===== src/logic/scm_params.svh =====
/*
  Offsets, reset values and timing counts of the system clock and
  mode control block. Assumes a 200 MHz block clock.
*/
`ifndef SCM_PARAMS_SVH
`define SCM_PARAMS_SVH

// ----------------------------------------------------------------
// Register offsets (byte addresses)
// ----------------------------------------------------------------
`define SCM_OFF_CTRL     8'h00
`define SCM_OFF_OSC      8'h04
`define SCM_OFF_MODE     8'h08
`define SCM_OFF_IRQ_STS  8'h0c
`define SCM_OFF_IRQ_MSK  8'h10

// ----------------------------------------------------------------
// Field positions and reset values
// ----------------------------------------------------------------
`define SCM_SEL_HI       7
`define SCM_SEL_LO       5
`define SCM_HS_KEEP_BIT  1
`define SCM_LS_KEEP_BIT  0
`define SCM_STABLE_BIT   1
`define SCM_HS_EN_BIT    0
`define SCM_CTRL_RST     8'h00
`define SCM_HS_EN_RST    1'b1
`define SCM_SEL_SUB      3'h7

// ----------------------------------------------------------------
// Timing
// ----------------------------------------------------------------
`define SCM_CLK_HZ       200000000
`define SCM_FAST_HZ      8000000
`define SCM_SLOW_HZ      32000
`define SCM_FAST_PER     (`SCM_CLK_HZ / `SCM_FAST_HZ)
`define SCM_SLOW_PER     (`SCM_CLK_HZ / `SCM_SLOW_HZ)
`define SCM_HS_STAB_NS   16000
`define SCM_HS_STAB_CYC  ((`SCM_HS_STAB_NS * 200 + 999) / 1000)

`endif


===== src/logic/scm_pkg.sv =====
/*
  Types of the system clock and mode control block.
  Assumes nothing beyond a SystemVerilog compiler.
*/
`default_nettype none
package scm_pkg;
  typedef enum logic [2:0] {
    SCM_RUN,
    SCM_SLEEP,
    SCM_IDLE_SLOW,
    SCM_IDLE_BOTH,
    SCM_IDLE_FAST
  } scm_mode_t;

  typedef enum logic [1:0] {
    SCM_SW_IDLE,
    SCM_SW_OLD1,
    SCM_SW_OLD2,
    SCM_SW_NEW
  } scm_sw_t;
endpackage
`default_nettype wire


===== src/logic/scm_osc.sv =====
/*
  Model of one internal RC oscillator as a tick pulse on the block clock,
  with a stabilisation flag. Assumes en_i comes from the same clock.
*/
`default_nettype none
module scm_osc #(
  parameter int PERIOD = 25,
  parameter int STAB   = 1
) (
  input  wire logic clk_i,    // Block clock
  input  wire logic rst_i,    // Sync reset
  input  wire logic en_i,     // Oscillator enable
  output logic      tick_o,   // One pulse per period
  output logic      stable_o  // Stabilised
);
  logic [15:0] per_q;
  logic [15:0] stab_q;

  // ----------------------------------------------------------------
  // Period counter
  // ----------------------------------------------------------------
  always_ff @(posedge clk_i) begin
    if (rst_i || !en_i) begin
      per_q  <= 16'h0000;
      tick_o <= 1'b0;
    end else if (per_q == 16'(PERIOD - 1)) begin
      per_q  <= 16'h0000;
      tick_o <= 1'b1;
    end else begin
      per_q  <= per_q + 16'h0001;
      tick_o <= 1'b0;
    end
  end

  // ----------------------------------------------------------------
  // Stabilisation: restarts whenever the oscillator is stopped
  // ----------------------------------------------------------------
  always_ff @(posedge clk_i) begin
    if (rst_i || !en_i) begin
      stab_q   <= 16'h0000;
      stable_o <= 1'b0;
    end else if (stab_q >= 16'(STAB - 1)) begin
      stable_o <= 1'b1;
    end else begin
      stab_q <= stab_q + 16'h0001;
    end
  end
endmodule
`default_nettype wire


===== src/logic/scm_top.sv =====
/*
  System clock selection and power mode control, Wishbone classic slave.
  Assumes halt_i, wake_i and wdt_en_i are driven by logic on clk_i.
*/
// What this block does
// - Fast internal RC is sole fast source
// - Slow internal RC is sole slow source
// - Oscillators also feed watchdog and time base
// - Both oscillator classes always have a source
// - NORMAL: select 0-6 divides fast clock
// - SLOW: select 7 runs system on sub
// - SLOW: fast runs per enable, feeds peripherals
// - Halt with keeps 00 enters SLEEP
// - SLEEP: slow RC runs only with watchdog
// - Halt keeps 01: idle, slow only
// - Halt keeps 11: idle, both clocks on
// - Halt keeps 10: idle, fast only
// - NORMAL keeps fast RC running whatever its enable
// - Select codes map to divide 1..64, sub
// - Enabling fast clears then sets stable flag
// - Watchdog enable keeps slow RC running
`default_nettype none
`include "scm_params.svh"
module scm_top #(
  parameter int SLOW_PER = `SCM_SLOW_PER
) (
  input  wire logic        clk_i,         // 200 MHz clock
  input  wire logic        rst_i,         // Sync reset, high
  input  wire logic        wb_cyc_i,      // Wishbone cycle
  input  wire logic        wb_stb_i,      // Wishbone strobe
  input  wire logic        wb_we_i,       // Write
  input  wire logic [7:0]  wb_adr_i,      // Byte address
  input  wire logic [3:0]  wb_sel_i,      // Byte lanes
  input  wire logic [31:0] wb_dat_i,      // Write data
  output logic      [31:0] wb_dat_o,      // Read data
  output logic             wb_ack_o,      // Acknowledge
  input  wire logic        halt_i,        // CPU halt pulse
  input  wire logic        wake_i,        // Wake pulse
  input  wire logic        wdt_en_i,      // Watchdog enabled
  output logic             cpu_run_o,     // CPU clocked
  output logic             sys_clk_en_o,  // System clock tick
  output logic             fast_clk_en_o, // Fast clock tick
  output logic             sub_clk_en_o,  // Sub clock tick
  output logic             slow_internal_rc_clk_en_o, // Raw slow tick, watchdog
  output logic [6:0]       periph_en_o,   // Fast divided 1..64
  output scm_pkg::scm_mode_t mode_o,      // Operating mode
  output logic             irq_o          // Interrupt
);
  import scm_pkg::*;

  localparam int FAST_PER = `SCM_FAST_PER;

  scm_mode_t   mode_q;
  scm_sw_t     sw_q;
  logic [2:0]  sel_q, sel_act_q, sel_tgt_q;
  logic [2:0]  sts_q, msk_q, ev;
  logic [5:0]  div_q;
  logic        hs_keep_q, ls_keep_q, hs_en_q, stable_d_q;
  logic        fast_on, slow_on, fast_tick, slow_tick, hs_stable;
  logic        old_tick, new_tick, old_dead, sys_pass, sw_emit, wr;

  // ----------------------------------------------------------------
  // Tick selection
  // ----------------------------------------------------------------
  function automatic logic sel_tick(input logic [2:0] s, input logic f,
                                    input logic l, input logic [5:0] c);
    logic [5:0] m;
    m = 6'((7'h01 << s) - 7'h01);
    if (s == `SCM_SEL_SUB)
      sel_tick = l;
    else
      sel_tick = f && ((c & m) == m);
  endfunction

  // ----------------------------------------------------------------
  // Oscillators
  // ----------------------------------------------------------------
  scm_osc #(.PERIOD(FAST_PER), .STAB(`SCM_HS_STAB_CYC)) u_fast (
    .clk_i   (clk_i),
    .rst_i   (rst_i),
    .en_i    (fast_on),
    .tick_o  (fast_tick),
    .stable_o(hs_stable)
  );

  scm_osc #(.PERIOD(SLOW_PER), .STAB(1)) u_slow (
    .clk_i   (clk_i),
    .rst_i   (rst_i),
    .en_i    (slow_on),
    .tick_o  (slow_tick),
    .stable_o()
  );

  always_comb begin
    // NORMAL forces the fast RC on whatever the enable bit says
    fast_on = 1'b0;
    unique case (mode_q)
      SCM_RUN:       fast_on = (sel_q != `SCM_SEL_SUB) || hs_en_q ||
                               (sel_act_q != `SCM_SEL_SUB);
      SCM_IDLE_BOTH: fast_on = 1'b1;
      SCM_IDLE_FAST: fast_on = 1'b1;
      SCM_IDLE_SLOW: fast_on = 1'b0;
      SCM_SLEEP:     fast_on = 1'b0;
    endcase
  end

  always_comb begin
    slow_on = wdt_en_i;
    unique case (mode_q)
      SCM_RUN, SCM_IDLE_SLOW, SCM_IDLE_BOTH: slow_on = 1'b1;
      // Sub clock is gated here, but watchdog and time base still need the RC
      SCM_IDLE_FAST:                         slow_on = 1'b1;
      SCM_SLEEP:                             slow_on = wdt_en_i;
    endcase
  end

  always_ff @(posedge clk_i) begin
    if (rst_i)
      div_q <= 6'h00;
    else if (fast_tick)
      div_q <= div_q + 6'h01;
  end

  always_comb begin
    for (int k = 0; k < 7; k++)
      periph_en_o[k] = sel_tick(3'(k), fast_tick, 1'b0, div_q);
  end

  assign fast_clk_en_o = fast_tick;
  assign slow_internal_rc_clk_en_o = slow_tick;
  assign sub_clk_en_o  = slow_tick && (mode_q == SCM_RUN || mode_q == SCM_IDLE_SLOW ||
                                       mode_q == SCM_IDLE_BOTH);
  assign cpu_run_o     = (mode_q == SCM_RUN);
  assign mode_o        = mode_q;

  // ----------------------------------------------------------------
  // Glitch-free switch: one old period, then one new period, silent
  // ----------------------------------------------------------------
  assign old_tick = sel_tick(sel_act_q, fast_tick, slow_tick, div_q);
  assign new_tick = sel_tick(sel_tgt_q, fast_tick, slow_tick, div_q);
  assign old_dead = (sel_act_q != `SCM_SEL_SUB) && !fast_on;
  assign sw_emit  = (sw_q == SCM_SW_IDLE) || (sw_q == SCM_SW_OLD1);

  always_ff @(posedge clk_i) begin
    if (rst_i) begin
      sw_q      <= SCM_SW_IDLE;
      sel_act_q <= 3'h0;
      sel_tgt_q <= 3'h0;
    end else if (mode_q == SCM_RUN) begin
      unique case (sw_q)
        SCM_SW_IDLE: if (sel_q != sel_act_q) begin
          sel_tgt_q <= sel_q;
          sw_q      <= SCM_SW_OLD1;
        end
        SCM_SW_OLD1: if (old_dead)
          sw_q <= SCM_SW_NEW;
        else if (old_tick)
          sw_q <= SCM_SW_OLD2;
        SCM_SW_OLD2: if (old_tick || old_dead)
          sw_q <= SCM_SW_NEW;
        SCM_SW_NEW: if (new_tick) begin
          sel_act_q <= sel_tgt_q;
          sw_q      <= SCM_SW_IDLE;
        end
      endcase
    end
  end

  always_comb begin
    sys_pass = 1'b0;
    unique case (mode_q)
      SCM_RUN:       sys_pass = sw_emit;
      SCM_IDLE_BOTH: sys_pass = 1'b1;
      SCM_IDLE_SLOW: sys_pass = (sel_act_q == `SCM_SEL_SUB);
      SCM_IDLE_FAST: sys_pass = (sel_act_q != `SCM_SEL_SUB);
      SCM_SLEEP:     sys_pass = 1'b0;
    endcase
  end

  assign sys_clk_en_o = sys_pass && old_tick;

  // ----------------------------------------------------------------
  // Operating mode
  // ----------------------------------------------------------------
  always_ff @(posedge clk_i) begin
    if (rst_i)
      mode_q <= SCM_RUN;
    else if (mode_q == SCM_RUN && halt_i) begin
      unique case ({hs_keep_q, ls_keep_q})
        2'b00: mode_q <= SCM_SLEEP;
        2'b01: mode_q <= SCM_IDLE_SLOW;
        2'b11: mode_q <= SCM_IDLE_BOTH;
        2'b10: mode_q <= SCM_IDLE_FAST;
      endcase
    end else if (mode_q != SCM_RUN && wake_i)
      mode_q <= SCM_RUN;
  end

  // ----------------------------------------------------------------
  // Wishbone slave, one wait state
  // ----------------------------------------------------------------
  assign wr = wb_cyc_i && wb_stb_i && wb_we_i && wb_ack_o && wb_sel_i[0];

  always_ff @(posedge clk_i) begin
    if (rst_i) begin
      wb_ack_o <= 1'b0;
      wb_dat_o <= 32'h0000_0000;
    end else begin
      wb_ack_o <= wb_cyc_i && wb_stb_i && !wb_ack_o;
      wb_dat_o <= 32'h0000_0000;
      unique case (wb_adr_i)
        `SCM_OFF_CTRL:    wb_dat_o <= {24'h000000, sel_q, 3'h0, hs_keep_q, ls_keep_q};
        `SCM_OFF_OSC:     wb_dat_o <= {30'h0, hs_stable, hs_en_q};
        `SCM_OFF_MODE:    wb_dat_o <= {25'h0, sel_act_q, 1'b0, mode_q};
        `SCM_OFF_IRQ_STS: wb_dat_o <= {29'h0, sts_q};
        `SCM_OFF_IRQ_MSK: wb_dat_o <= {29'h0, msk_q};
        default:          wb_dat_o <= 32'h0000_0000;
      endcase
    end
  end

  always_ff @(posedge clk_i) begin
    if (rst_i) begin
      sel_q     <= 3'(`SCM_CTRL_RST >> `SCM_SEL_LO);
      hs_keep_q <= 1'b0;
      ls_keep_q <= 1'b0;
    end else if (wr && wb_adr_i == `SCM_OFF_CTRL) begin
      sel_q     <= wb_dat_i[`SCM_SEL_HI:`SCM_SEL_LO];
      hs_keep_q <= wb_dat_i[`SCM_HS_KEEP_BIT];
      ls_keep_q <= wb_dat_i[`SCM_LS_KEEP_BIT];
    end
  end

  always_ff @(posedge clk_i) begin
    if (rst_i)
      hs_en_q <= `SCM_HS_EN_RST;
    else if (wr && wb_adr_i == `SCM_OFF_OSC)
      hs_en_q <= wb_dat_i[`SCM_HS_EN_BIT];
  end

  // ----------------------------------------------------------------
  // Interrupts: set beats write-one-to-clear
  // ----------------------------------------------------------------
  always_ff @(posedge clk_i) begin
    if (rst_i)
      stable_d_q <= 1'b0;
    else
      stable_d_q <= hs_stable;
  end

  assign ev = {mode_q != SCM_RUN && wake_i, mode_q == SCM_RUN && halt_i,
               hs_stable && !stable_d_q};

  always_ff @(posedge clk_i) begin
    if (rst_i) begin
      sts_q <= 3'h0;
      msk_q <= 3'h0;
    end else begin
      if (wr && wb_adr_i == `SCM_OFF_IRQ_STS)
        sts_q <= (sts_q & ~wb_dat_i[2:0]) | ev;
      else
        sts_q <= sts_q | ev;
      if (wr && wb_adr_i == `SCM_OFF_IRQ_MSK)
        msk_q <= wb_dat_i[2:0];
    end
  end

  assign irq_o = |(sts_q & msk_q);

  // ----------------------------------------------------------------
  // Assertions
  // ----------------------------------------------------------------
  logic [15:0] gap_q;

  always_ff @(posedge clk_i) begin
    if (rst_i)
      gap_q <= 16'hffff;
    else if (sys_clk_en_o)
      gap_q <= 16'h0000;
    else if (gap_q != 16'hffff)
      gap_q <= gap_q + 16'h0001;
  end
endmodule
`default_nettype wire


===== config.mk =====
export PLATFORM = sky130hd
export DESIGN_NAME = scm_top
export DESIGN_NICKNAME = d
export VERILOG_FILES = /design/src/logic/scm_pkg.sv /design/src/logic/scm_osc.sv /design/src/logic/scm_top.sv
export VERILOG_INCLUDE_DIRS = /design/src /design/src/logic
export SDC_FILE = /design/constraint.sdc
export NUM_CORES = 1
export LEC_CHECK = 0
export BUFFER_PORTS_ARGS = -buffer_cell sky130_fd_sc_hd__buf_2
export CAP_MARGIN = 10
export CORE_UTILIZATION = 45
export CTS_BUF_LIST = sky130_fd_sc_hd__clkbuf_8 sky130_fd_sc_hd__clkbuf_16
export DETAILED_ROUTE_END_ITERATION = 12
export GPL_TIMING_DRIVEN = 0
export HOLD_SLACK_MARGIN = 0.03
export PLACE_DENSITY = 0.66
export SETUP_SLACK_MARGIN = 0.02
export SYNTH_ARGS = -nofsm -noshare
export SYNTH_HDL_FRONTEND = slang
export SYNTH_SLANG_ARGS = --single-unit
export TNS_END_PERCENT = 5

===== constraint.sdc =====
create_clock -name clk_i -period 2.3 [get_ports clk_i]
set_input_delay 0.345 -clock clk_i [delete_from_list [all_inputs] [get_ports clk_i]]
set_output_delay 0.345 -clock clk_i [all_outputs]
set_load 0.01 [all_outputs]

==> impl_metrics.tcl <==
set metrics [dict create \
    die_w_um 102 \
    dieArea_um2 10500 \
    finalSetupViolCount 0 \
    initial_utilization 0.463 \
    synthesis.area_um2 4520 \
    holdWs_ns 0.211 \
    max_freq_ghz 0.462 \
    clk_pin_slew_ns 0.09 \
    synth_top_cell_by_area "dfxtp_1" \
    regArea_um2 1780 \
    placed_cell_area_um2 5000 \
    clock_path_buffers 2 \
    routed_via_density 4.95 \
    area_growth_pct 16.6 \
    num_rows 36 \
    post-route-period-util 0.941 \
    antenna_found_initial 0 \
    drt_iter0_markers 90 \
    overflow 0 \
    syn-instance-count 524 \
    dpl.hpwl_um 6570 \
    ir_drop_uv 289 \
    synth_cell_types 59 \
    power_per_cell_area_nw_per_um2 550 \
    synth_top_area_frac 0.394 \
    synth_edf_count 0 \
    io_buffers 44 \
    grt.total_usage 0.184 \
    netlist_top_cells_area "dfxtp_1 39%, nor2_1 7.6%, mux2i_1 5.5%, xor2_1 5.2%, buf_4 4.5%" \
    ys_ff_latch 89 \
    yosys.cell_count.top_type "nor2_1" \
    num_antenna_cells 0 \
    hold_viol 0 \
    drt_wl_total_um 9050 \
    fin_cells 741 \
    route.detailed.drc 0 \
    cpMaxStageDelayCell "or4_4" \
    clockRootBuffer "clkbuf_8" \
    cp-start-kind "flop" \
    syn_area_per_cell_um2 8.63 \
    multi_input_area_um2 2500 \
    drive_gt1_frac 0.196 \
    endpoint_kind "flop" \
    h-tree-depth 3 \
    drtAntennaViolNets 0 \
    num_vias 3665 \
    seq_area_frac_synth 0.394 \
    dp.cells 725 \
    die_h_um 102 \
    maxSlewHeadroom 0.573 \
    numClockSinks 89 \
    critical_path_class "reg -> reg" \
    rsz0062_at_grt "true" \
    cts_buffers 9 \
    final_area_um2 5270 \
    ys_async_sr_fraction 0 \
    io_pins 101 \
    clk_latency_ns 0.37 \
    hp-class "in -> reg" \
    crit_required_ns 2.55 \
    yosysWarnings 0 \
    post_cts_buffers 0 \
    power_mw 2.90 \
    grt_pass1_wl_um 15000 \
    critical_path_arrival_ns 2.41 \
    r2r_slack_ns 0.13 \
    cts_tree "yes" \
    outcome "completed" \
    grt_max_degree 16 \
    coreArea_um2 9770 \
    clock_skew_ns 0.0115 \
    drv_slew 0 \
    slowest_delay_ns 0.47 \
    grt_pass1_vias 3330 \
    path_delay_family "simple AND/OR/NAND/NOR gates" \
    path_cells "buf_6 -> nor2_4 -> nand2_1 -> ha_4 -> and4_1 -> or4_4 -> nand4b_1 -> mux2i_1 -> nor2_1" \
    worst_pin_slew_ns 0.641 \
    fin_crit_ns 2.17 \
    drv_cap 0 \
    gp_congestion 0.805 \
    wl_per_cell_um 12.2 \
    nFillCells 957 \
    synthFlopType "dfxtp_1" \
    p_leak_nw 2.20 \
    cp_num_buf_inv 1 \
    path_max_fanout 10 \
    final_nets 671 \
    synthTopCellsByCount "92 x nor2_1, 89 x dfxtp_1, 34 x nand2_1" \
    drt_first_pass_iters 4 \
]
[repair_timing]
item	4_1_cts	5_1_grt
pin swaps	0	3
endpoints found under the setup margin	5	6
hold buffers	0	0
resized for setup	2	14
[worst register-to-register path, cell delays in order (launching register included)]
cell and delay [ns]:
dfxtp_1 0.32, buf_6 0.14, nor2_4 0.15, nand2_1 0.10, ha_4 0.19, and4_1 0.19
or4_4 0.47, nand4b_1 0.22, mux2i_1 0.22, nor2_1 0.05
[metrics by stage]
stage / utilization / setup slack (ns) / setup TNS (ns)
after detailed placement: 0.511 / -0.0181 / -0.0413
after CTS: 0.534 / 0.0289 / 0
after global routing: 0.539 / -0.0129 / -0.0129
final: 0.539 / 0.135 / 0
after global placement: 0.511 / 0.0262 / 0
after floorplan: - / 0.155 / 0
[per-layer routing]
layer	vias to the layer above	global-route usage	wire, µm
met1	1698	0.232	4360
met2	59	0.290	4150
met3	14	0.0328	340
li1	1894	-	-
met5	-	0	0
met4	0	0.115	199
[report_power, final]
part	internal (mW)	switching, mW
logic	0.0826	0.109
registers	1.56	0.0153
clock network	0.567	0.572
total	2.21	0.696
[layout make-up]
type / count / share of cell area
Clock buffer: 11 / 0.0287
Inverter: 21 / 0.0150
Tap cell: 133 / 0.0316
Timing Repair Buffer: 44 / 0.0418
Sequential cell: 89 / 0.338
Clock inverter: 5 / 0.0119
Multi-Input combinational cell: 392 / 0.474
Buffer: 46 / 0.0586
[sequential cells by signal, indices dropped and copies added (netlist names)]
register,count
u_slow.tick_o,1
div_q,6
ls_keep_q,1
sts_q,3
u_fast.per_q,16
u_fast.tick_o,1
wb_ack_o,1
sel_act_q,3
msk_q,3
sel_tgt_q,3
mode_o,3
sel_q,3
u_fast.stable_o,1
hs_en_q,1
u_fast.stab_q,16
sw_q,2
hs_keep_q,1
u_slow.per_q,16
stable_d_q,1
wb_dat_o,7
[cell families after synthesis]
kind of cell,count (synthesis),share of synthesized area
AND/OR/NAND/NOR,229,0.251
flip-flops,89,0.394
buffers and inverters,67,0.0849
AO/OA/AOI/OAI,51,0.0797
XOR/XNOR,44,0.0852
multiplexers,27,0.0603
adder cells (fa/ha/maj),16,0.0443
other,1,0.000829
[path summary, 6_finish.rpt]
path,startpoint,cells after the start,end
max,sel_tgt_q[1]$_SDFFE_PP0P_,9,sel_act_q[1]$_SDFFE_PP0P_
max reg2reg,sel_tgt_q[1]$_SDFFE_PP0P_,9,sel_act_q[1]$_SDFFE_PP0P_
min,wb_stb_i,3,wb_ack_o$_SDFF_PP0_
min reg2reg,wb_ack_o$_SDFF_PP0_,1,wb_ack_o$_SDFF_PP0_
[layout by cell type, fill, tap and decap left out, drive strengths merged, types with 4 or more instances in the layout]
| cell type | Yosys | final |
|---|---|---|
| or4 | 4 | 4 |
| inv | 21 | 22 |
| mux2i | 25 | 25 |
| nor2b | 6 | 6 |
| ha | 16 | 16 |
| and3 | 9 | 9 |
| a21oi | 14 | 14 |
| nand2 | 35 | 35 |
| clkbuf | 10 | 21 |
| nor2 | 92 | 92 |
| nor4b | 5 | 5 |
| nand3 | 22 | 22 |
| buf | 36 | 80 |
| conb | 1 | 25 |
| xor2 | 27 | 27 |
| nand2b | 5 | 5 |
| xnor2 | 17 | 17 |
| and2 | 11 | 11 |
| nor3 | 12 | 12 |
| dfxtp | 89 | 89 |
| o21ai | 10 | 10 |
| nand4 | 12 | 12 |
Note: power is estimated with default switching activity, not from simulation.
